===== config.mk =====
export PLATFORM = sky130hd
export DESIGN_NAME = bkc_breakpoint
export DESIGN_NICKNAME = d
export VERILOG_FILES = /design/src/rtl/bkc_pkg.sv /design/src/rtl/bkc_breakpoint.sv
export SDC_FILE = /design/constraint.sdc
export NUM_CORES = 1
export LEC_CHECK = 0
export CORE_UTILIZATION = 60
export DETAILED_ROUTE_END_ITERATION = 8
export DONT_BUFFER_PORTS = 1
export GPL_ROUTABILITY_DRIVEN = 0
export PLACE_DENSITY = 0.86
export SLEW_MARGIN = 5
export SYNTH_ARGS = -nofsm -noshare
export SYNTH_HDL_FRONTEND = slang
export SYNTH_SLANG_ARGS = --single-unit
export TNS_END_PERCENT = 50

===== constraint.sdc =====
create_clock -name core_clk -period 2.1 [get_ports core_clk]
set_clock_uncertainty 0.2 [all_clocks]
set_input_delay 0 -clock core_clk [delete_from_list [all_inputs] [get_ports core_clk]]
set_output_delay 0 -clock core_clk [all_outputs]
set_load 0.1 [all_outputs]

===== src/rtl/bkc_pkg.sv =====
// shared constants and types of the comparator C breakpoint control block
package bkc_pkg;

	// register map, byte offsets on the 4-bit register port
	localparam logic [3:0] BKC_OFS_CTRL2  = 4'h0;
	localparam logic [3:0] BKC_OFS_CC_HI  = 4'h1;
	localparam logic [3:0] BKC_OFS_CC_LO  = 4'h2;
	localparam logic [3:0] BKC_OFS_CCX    = 4'h3;
	localparam logic [3:0] BKC_OFS_CTRL1  = 4'h4;
	localparam logic [3:0] BKC_OFS_STATUS = 4'h5;
	localparam logic [3:0] BKC_OFS_MASK   = 4'h6;

	// breakpoint_control_two field positions
	localparam int BKC_C2_AB_EN   = 7;
	localparam int BKC_C2_FULL    = 6;
	localparam int BKC_C2_BGND    = 5;
	localparam int BKC_C2_AB_TAG  = 4;
	localparam int BKC_C2_C_EN    = 3;
	localparam int BKC_C2_C_TAG   = 2;
	localparam int BKC_C2_C_DQEN  = 1;
	localparam int BKC_C2_C_DIR   = 0;

	// debug_control_one field positions
	localparam int BKC_C1_ARM     = 7;
	localparam int BKC_C1_DBG_EN  = 6;
	localparam int BKC_C1_SINGLE_LOOP_CAPTURE   = 0;

	// extended register fields
	localparam int BKC_CCX_PSEL_LO = 6;

	// status / mask bit positions
	localparam int BKC_ST_CHIT  = 0;
	localparam int BKC_ST_BREAK = 1;

	// reset values
	localparam logic [7:0]  BKC_RST_CTRL2 = 8'h00;
	localparam logic [7:0]  BKC_RST_CTRL1 = 8'h00;
	localparam logic [15:0] BKC_RST_CC    = 16'h0000;
	localparam logic [7:0]  BKC_RST_CCX   = 8'h00;
	localparam logic [1:0]  BKC_RST_IRQ   = 2'h0;

	// one sample of the cpu address bus
	typedef struct packed {
		logic        valid;    // a bus cycle is in progress
		logic        rd;       // 1 read, 0 write
		logic [7:0]  ext_addr; // extended address bus bits 21:14
		logic [15:0] addr;     // cpu address bus bits 15:0
	} bkc_bus_t;

	// break request toward the core
	typedef struct packed {
		logic to_bgnd; // enter background mode
		logic to_swi;  // start a software interrupt
	} bkc_brk_t;

endpackage


===== src/rtl/bkc_breakpoint.sv =====
// comparator C match, breakpoint control register and break request logic
//
// Our own choices: strobed register access and the placing of the registers.
`timescale 1ns/1ps

// Overview of operation
// each compare bit demands a zero or a one on its address bit
// compare value clears itself when armed with single-loop capture
// page bit low: no extended compare, high byte against address 15:8
// page bit high: extended 21:16 compared, high byte uses 15:14 and 13:8
// A/B enable starts A/B breakpoints and blocks debug-mode enable
// with A/B enable set every control-two bit is functional
// A/B off in debug mode: full and A/B tag have no effect
// full select: 0 dual address, 1 address on A and data on B
// break action bit: 0 software interrupt, 1 background mode
// A/B tag: 0 forced at boundary, 1 tagged on execution only
// C enable turns on C breaks, cleared when armed in single-loop
// C tag: 0 forced at boundary, 1 tagged on execution only
// direction qualify enable includes bus direction in C match
// direction value: 0 writes match, 1 reads match; unused if off
// C bits work in both modes except under single-loop capture
// upper page-select bit is ignored
// software keeps the two top extended-compare bits at zero
// control two resets to zero with every breakpoint disabled
module bkc_breakpoint
	import bkc_pkg::*;
(
	input  wire logic        core_clk,
	input  wire logic        rst,
	input  wire logic        ce,
	input  wire logic [3:0]  reg_addr,
	input  wire logic [7:0]  reg_wdata,
	input  wire logic        reg_wr,
	input  wire logic        reg_rd,
	output logic      [7:0]  reg_rdata,
	input  wire bkc_bus_t    cpu_bus,
	input  wire logic        instr_boundary,
	input  wire logic        tag_exec,
	input  wire logic        ab_hit,
	output bkc_brk_t         brk_req,
	output logic             c_tag_req,
	output logic             ab_tag_req,
	output logic             ab_full_mode,
	output logic             ab_active,
	output logic             irq
);

	//------------------------------------------------------------
	// register state
	//------------------------------------------------------------
	logic [7:0]  ctrl2_q;
	logic [7:0]  ctrl1_q;
	logic [15:0] cc_q;
	logic [7:0]  ccx_q;
	logic [1:0]  status_q;
	logic [1:0]  mask_q;
	logic [7:0]  rdata_q;
	logic        force_pend_q;
	logic        irq_q;
	bkc_brk_t    brk_q;
	logic        c_tag_q;
	logic        ab_tag_q;
	logic        full_q;
	logic        ab_act_q;

	logic        wr_ctrl2;
	logic        wr_ctrl1;
	logic        arm_single_loop_capture;
	logic        c_live;
	logic        c_hit;
	logic        ab_live;
	logic        forced_hit;
	logic        fire;

	// decode of a register write at one offset
	function automatic logic wr_at(input logic [3:0] ofs);
		return reg_wr && (reg_addr == ofs);
	endfunction

	// comparator C address test; the upper page bit never reaches it
	function automatic logic c_addr_eq(input bkc_bus_t b,
			input logic [15:0] cv, input logic [7:0] cx);
		logic       paged;
		logic [7:0] hi;
		logic       ext_ok;
		paged  = cx[BKC_CCX_PSEL_LO];
		hi     = paged ? {b.ext_addr[1:0], b.addr[13:8]} : b.addr[15:8];
		ext_ok = !paged || (cx[5:0] == b.ext_addr[7:2]);
		return ext_ok && (hi == cv[15:8]) && (b.addr[7:0] == cv[7:0]);
	endfunction

	assign wr_ctrl2  = wr_at(BKC_OFS_CTRL2);
	assign wr_ctrl1  = wr_at(BKC_OFS_CTRL1);
	// arming with the single-loop selection in the same write
	assign arm_single_loop_capture = wr_ctrl1 && reg_wdata[BKC_C1_ARM] && reg_wdata[BKC_C1_SINGLE_LOOP_CAPTURE];

	//------------------------------------------------------------
	// breakpoint_control_two
	//------------------------------------------------------------
	// arming in single-loop beats a simultaneous write of the enable
	always_ff @(posedge core_clk) begin
		if (rst) begin
			ctrl2_q <= BKC_RST_CTRL2;
		end else if (ce) begin
			if (wr_ctrl2) begin
				ctrl2_q <= reg_wdata;
			end
			if (arm_single_loop_capture) begin
				ctrl2_q[BKC_C2_C_EN] <= 1'b0;
			end
		end
	end

	//------------------------------------------------------------
	// debug_control_one (arm, debug-mode enable, single loop)
	//------------------------------------------------------------
	// debug-mode enable cannot be written high while A/B breakpoints own the unit
	always_ff @(posedge core_clk) begin
		if (rst) begin
			ctrl1_q <= BKC_RST_CTRL1;
		end else if (ce && wr_ctrl1) begin
			ctrl1_q <= reg_wdata;
			if (ctrl2_q[BKC_C2_AB_EN]) begin
				ctrl1_q[BKC_C1_DBG_EN] <= 1'b0;
			end
		end
	end

	//------------------------------------------------------------
	// comparator C value and extended register
	//------------------------------------------------------------
	// each byte is writable alone; arming in single-loop wipes both
	always_ff @(posedge core_clk) begin
		if (rst) begin
			cc_q <= BKC_RST_CC;
		end else if (ce) begin
			if (wr_at(BKC_OFS_CC_HI)) begin
				cc_q[15:8] <= reg_wdata;
			end
			if (wr_at(BKC_OFS_CC_LO)) begin
				cc_q[7:0] <= reg_wdata;
			end
			if (arm_single_loop_capture) begin
				cc_q <= BKC_RST_CC;
			end
		end
	end

	// stored as written; top extended bits are software's duty
	always_ff @(posedge core_clk) begin
		if (rst) begin
			ccx_q <= BKC_RST_CCX;
		end else if (ce && wr_at(BKC_OFS_CCX)) begin
			ccx_q <= reg_wdata;
		end
	end

	//------------------------------------------------------------
	// match qualification
	//------------------------------------------------------------
	// C is dead under single-loop capture in debug mode
	assign c_live = ctrl2_q[BKC_C2_C_EN] &&
		!(ctrl1_q[BKC_C1_DBG_EN] && ctrl1_q[BKC_C1_SINGLE_LOOP_CAPTURE]);
	assign c_hit = c_live && cpu_bus.valid && c_addr_eq(cpu_bus, cc_q, ccx_q) &&
		(!ctrl2_q[BKC_C2_C_DQEN] ||
		(cpu_bus.rd == ctrl2_q[BKC_C2_C_DIR]));
	assign ab_live = ctrl2_q[BKC_C2_AB_EN] && ab_hit;

	// forced hits wait for a boundary; tagged ones go to the core
	assign forced_hit = (c_hit && !ctrl2_q[BKC_C2_C_TAG]) ||
		(ab_live && !ctrl2_q[BKC_C2_AB_TAG]);
	assign fire = force_pend_q ? instr_boundary : 1'b0;

	//------------------------------------------------------------
	// mode outputs toward the A/B datapath
	//------------------------------------------------------------
	// full and A/B tag carry no meaning without the A/B enable
	always_ff @(posedge core_clk) begin
		if (rst) begin
			full_q   <= 1'b0;
			ab_act_q <= 1'b0;
		end else if (ce) begin
			full_q   <= ctrl2_q[BKC_C2_AB_EN] && ctrl2_q[BKC_C2_FULL];
			ab_act_q <= ctrl2_q[BKC_C2_AB_EN];
		end
	end

	//------------------------------------------------------------
	// tag requests
	//------------------------------------------------------------
	// the core marks the fetched opcode; it answers with tag_exec only
	// when that opcode really executes, so flushed ones never break
	always_ff @(posedge core_clk) begin
		if (rst) begin
			c_tag_q  <= 1'b0;
			ab_tag_q <= 1'b0;
		end else if (ce) begin
			c_tag_q  <= c_hit && ctrl2_q[BKC_C2_C_TAG];
			ab_tag_q <= ab_live && ctrl2_q[BKC_C2_AB_TAG];
		end
	end

	//------------------------------------------------------------
	// forced break pending
	//------------------------------------------------------------
	// a new hit in the boundary cycle keeps the request alive
	always_ff @(posedge core_clk) begin
		if (rst) begin
			force_pend_q <= 1'b0;
		end else if (ce) begin
			if (forced_hit) begin
				force_pend_q <= 1'b1;
			end else if (instr_boundary) begin
				force_pend_q <= 1'b0;
			end
		end
	end

	//------------------------------------------------------------
	// break request to the core
	//------------------------------------------------------------
	// one-cycle pulse on the path chosen by the break-action bit
	always_ff @(posedge core_clk) begin
		if (rst) begin
			brk_q <= '0;
		end else if (ce) begin
			brk_q.to_bgnd <= (fire || tag_exec) && ctrl2_q[BKC_C2_BGND];
			brk_q.to_swi  <= (fire || tag_exec) && !ctrl2_q[BKC_C2_BGND];
		end
	end

	//------------------------------------------------------------
	// interrupt status, mask and output
	//------------------------------------------------------------
	// write-one-to-clear; a new event in the same cycle wins
	always_ff @(posedge core_clk) begin
		if (rst) begin
			status_q <= BKC_RST_IRQ;
		end else if (ce) begin
			if (wr_at(BKC_OFS_STATUS)) begin
				status_q <= status_q & ~reg_wdata[1:0];
			end
			if (c_hit) begin
				status_q[BKC_ST_CHIT] <= 1'b1;
			end
			if (fire || tag_exec) begin
				status_q[BKC_ST_BREAK] <= 1'b1;
			end
		end
	end

	always_ff @(posedge core_clk) begin
		if (rst) begin
			mask_q <= BKC_RST_IRQ;
		end else if (ce && wr_at(BKC_OFS_MASK)) begin
			mask_q <= reg_wdata[1:0];
		end
	end

	// level output, one cycle behind the status flops
	always_ff @(posedge core_clk) begin
		if (rst) begin
			irq_q <= 1'b0;
		end else if (ce) begin
			irq_q <= |(status_q & mask_q);
		end
	end

	//------------------------------------------------------------
	// register read port
	//------------------------------------------------------------
	// data stand one cycle after the strobe, zero otherwise
	always_ff @(posedge core_clk) begin
		if (rst) begin
			rdata_q <= 8'h00;
		end else if (ce) begin
			rdata_q <= 8'h00;
			if (reg_rd) begin
				case (reg_addr)
					BKC_OFS_CTRL2:  rdata_q <= ctrl2_q;
					BKC_OFS_CC_HI:  rdata_q <= cc_q[15:8];
					BKC_OFS_CC_LO:  rdata_q <= cc_q[7:0];
					BKC_OFS_CCX:    rdata_q <= ccx_q;
					BKC_OFS_CTRL1:  rdata_q <= ctrl1_q;
					BKC_OFS_STATUS: rdata_q <= {6'h00, status_q};
					BKC_OFS_MASK:   rdata_q <= {6'h00, mask_q};
					default:        rdata_q <= 8'h00; // unmapped reads zero
				endcase
			end
		end
	end

	assign reg_rdata    = rdata_q;
	assign brk_req      = brk_q;
	assign c_tag_req    = c_tag_q;
	assign ab_tag_req   = ab_tag_q;
	assign ab_full_mode = full_q;
	assign ab_active    = ab_act_q;
	assign irq          = irq_q;
endmodule


==> results.json <==
{
  "numCtsBuffers": 9,
  "worstMarginPinSlew_ps": 770,
  "chipWidth_um": 73.1,
  "route.antenna.remaining_nets": 0,
  "port-buffer-count": 0,
  "grt_util_all_layers_pct": 39.5,
  "worst_ep_required_time_ps": 2170,
  "htreeDepth": 3,
  "worst_hold_slack_ps": 20.3,
  "rows": 25,
  "synth_xor_area_share_pct": 6.64,
  "outcome": "finished, final reports clean",
  "timing.setup.critical_path_class": "flop to flop",
  "start_util_pct": 63.4,
  "dr.first_iter.drc_count": 471,
  "synthAdderAreaFrac_pct": 0,
  "finish.net_count": 438,
  "clk_root_buffer_cell": "clkbuf_8",
  "dpl.hpwl_um": 5850,
  "timing.critical_path.from": "cc_q[8]$_SDFFE_PP0P_",
  "top_flip_flop_cell_by_instance_count_after_synthesis": "dfxtp_1",
  "fp.dieArea_um2": 5350,
  "commonest_non_fill_non_tap_cell_in_the_layout": "dfxtp_1",
  "globalRouteOverflowTotal": 0,
  "vias_per_cell": 6.79,
  "yosys_register_bits": 60,
  "mostFrequentLayoutCells": "60 x dfxtp_1, 49 x nor2_1, 48 x dlygate4sd3_1",
  "fraction_of_final_layout_cells_with_drive_strength_greater_than_1_pct": 12.1,
  "synth_enable_flop_cells": 0,
  "cts.reportedPaths.clkPinSlew_ps": 70,
  "drc": 0,
  "core_region_area_um2": 4790,
  "syn-num-nets": 382,
  "grt_pass1_wl_um": 15500,
  "finalCritPeriodShare_pct": 97.9,
  "setup-tns-final_ps": 0,
  "synth-simple-area-share_pct": 19.9,
  "synth_compound_gate_area_share_pct": 19.0,
  "crit_path_max_fanout": 3,
  "timing.final.crit_period_ps": 2060,
  "drt-wirelength-per-cell_um": 22.7,
  "synth_async_sr_flop_share_pct": 0,
  "number_of_detailed_route_iterations_in_the_first_pass": 9,
  "die_y_um": 73.1,
  "tritoncts": "yes",
  "synth.area.mux_share_pct": 9.65,
  "yosysWarningCount": 0,
  "drv.max_cap_violation_count": 0,
  "worst-endpoint-arrival_ps": 2130,
  "critPathCaptureType": "flop",
  "fmax_ghz": 0.486,
  "vias": 3144,
  "cts_max_path_buffers": 2,
  "hold_violations": 0,
  "total_leakage_power_nw": 1.49,
  "syn_area_per_cell_um2": 9.03,
  "areaGrowthSynthToFinish_pct": 25.3,
  "ioPinCount": 61,
  "worstSetupStartpointType": "flop",
  "clkLatencyLatePin_ps": 350,
  "post_synth_instance_area_um2": 3040,
  "grt_setup_unrepaired": "no",
  "netlist-cell-type-count": 48,
  "postRouteWirelength_um": 10500,
  "main_combinational_cell_family_by_area_after_synthesis": "simple AND/OR/NAND/NOR gates",
  "synthesized_instance_count": 336,
  "area_share_of_the_largest_cell_type_after_synthesis_pct": 39.6,
  "synth.top_cells.by_area": "dfxtp_1 40%, mux2i_1 8.9%, a22oi_1 7.4%, nor2_1 6.1%, xnor2_1 5.8%",
  "relSlewSlack_pct": 48.5,
  "power.density_cell_area_nw_per_um2": 610,
  "cts.sinks": 60,
  "largest_voltage_drop_on_the_vdd_net_mv": 0.541,
  "worst_hold_startpoint": "reg_addr[0]",
  "synthDominantAreaCellType": "dfxtp_1",
  "min_path_type": "input pin to flop",
  "via_count_of_the_first_global_routing_pass": 3192,
  "final_setup_violation_count": 0,
  "synth_seq_area_share_pct": 39.6,
  "largest_net_degree_at_the_start_of_global_routing": 61,
  "diodes": 0,
  "antenna_found_initial": 0,
  "slew_viol_final": 0,
  "r2r-start": "cc_q[8]$_SDFFE_PP0P_"
}
## worst paths after layout
path	end	slack (ps)	cells past startpoint
setup / recovery	force_pend_q$_SDFFE_PP0P_	40	5
hold / removal	reg_rdata[2]$_SDFFE_PP0P_	20	5
setup reg to reg	force_pend_q$_SDFFE_PP0P_	40	5
hold reg to reg	reg_rdata[1]$_SDFFE_PP0P_	270	2
## cells in the mapped netlist, drive strengths merged, types with 4 or more instances
master    n
a21oi    20
o22ai     6
nor3      4
nand3    14
dfxtp    60
nand2    25
a22oi    30
a2bb2oi   5
buf      12
xnor2    20
mux2i    27
nor2     50
nand4     6
inv       5
nand3b    6
clkbuf   12
## layout make-up
type / count / area (um^2)
clock inverter: 3 / 15.0
tap: 67 / 83.8
sequential: 60 / 1200
timing repair buffer: 69 / 656
multi-input combinational: 247 / 1690
clock buffer: 12 / 135
fill: 300 / 982
inverter: 5 / 18.8
## kinds of logic (layout without fill, tap and decap cells)
family          count (synthesis)  in the layout
compound gates                 76             76
xor+xnor                       23             23
buf+inv                        29             89
flops                          60             60
mux                            29             29
simple gates                  119            119
## layer usage
metal / GRT usage [%] / vias to the layer above / wire length (um)
met4: 30.9 / 0 / 747
met3: 12.8 / 96 / 1290
met5: 0 / - / 0
met2: 65.3 / 302 / 4900
met1: 41.2 / 1430 / 3580
li1: - / 1316 / -
## sequential cells by signal (all words and copies together) (netlist names)
register and cells:
ctrl2_q 8, c_tag_req 1, brk_req 2, ab_active 1, ab_tag_req 1, mask_q 2
cc_q 16, force_pend_q 1, irq 1, ab_full_mode 1, status_q 2, reg_rdata 8
ctrl1_q 8, ccx_q 8
## where the power goes
part	internal, mW	switching (mW)
clock	0.417	0.469
combinational	0.116	0.163
sequential	1.15	0.00854
## worst max-delay path, cell delays in order, from the launching register on
cell and delay, ps:
dfxtp_1 350, xnor2_1 260, nand4_1 170, a2111oi_1 600, nand3_2 200, o22ai_1 190
## timing repair
item                                    4_1_cts  5_1_grt
hold buffers                                 50        0
endpoints found under the setup margin        0       14
hold endpoints to repair                     60        0
gates resized for setup                       0        5
buffers inserted                              0        2
## per-stage QoR
step	area (um^2)	total power [mW]	util, %	instances	setup slack (ps)
2_1_floorplan	3040	1.34	-	336	547
3_3_place_gp	3110	1.31	64.9	396	243
3_5_place_dp	3110	1.32	64.9	396	186
4_1_cts	3770	2.28	78.7	461	76.5
5_1_grt	3800	2.36	79.5	463	27.9
6_report	3800	2.32	79.5	463	43.5
Note: power is estimated with default switching activity, not from simulation.
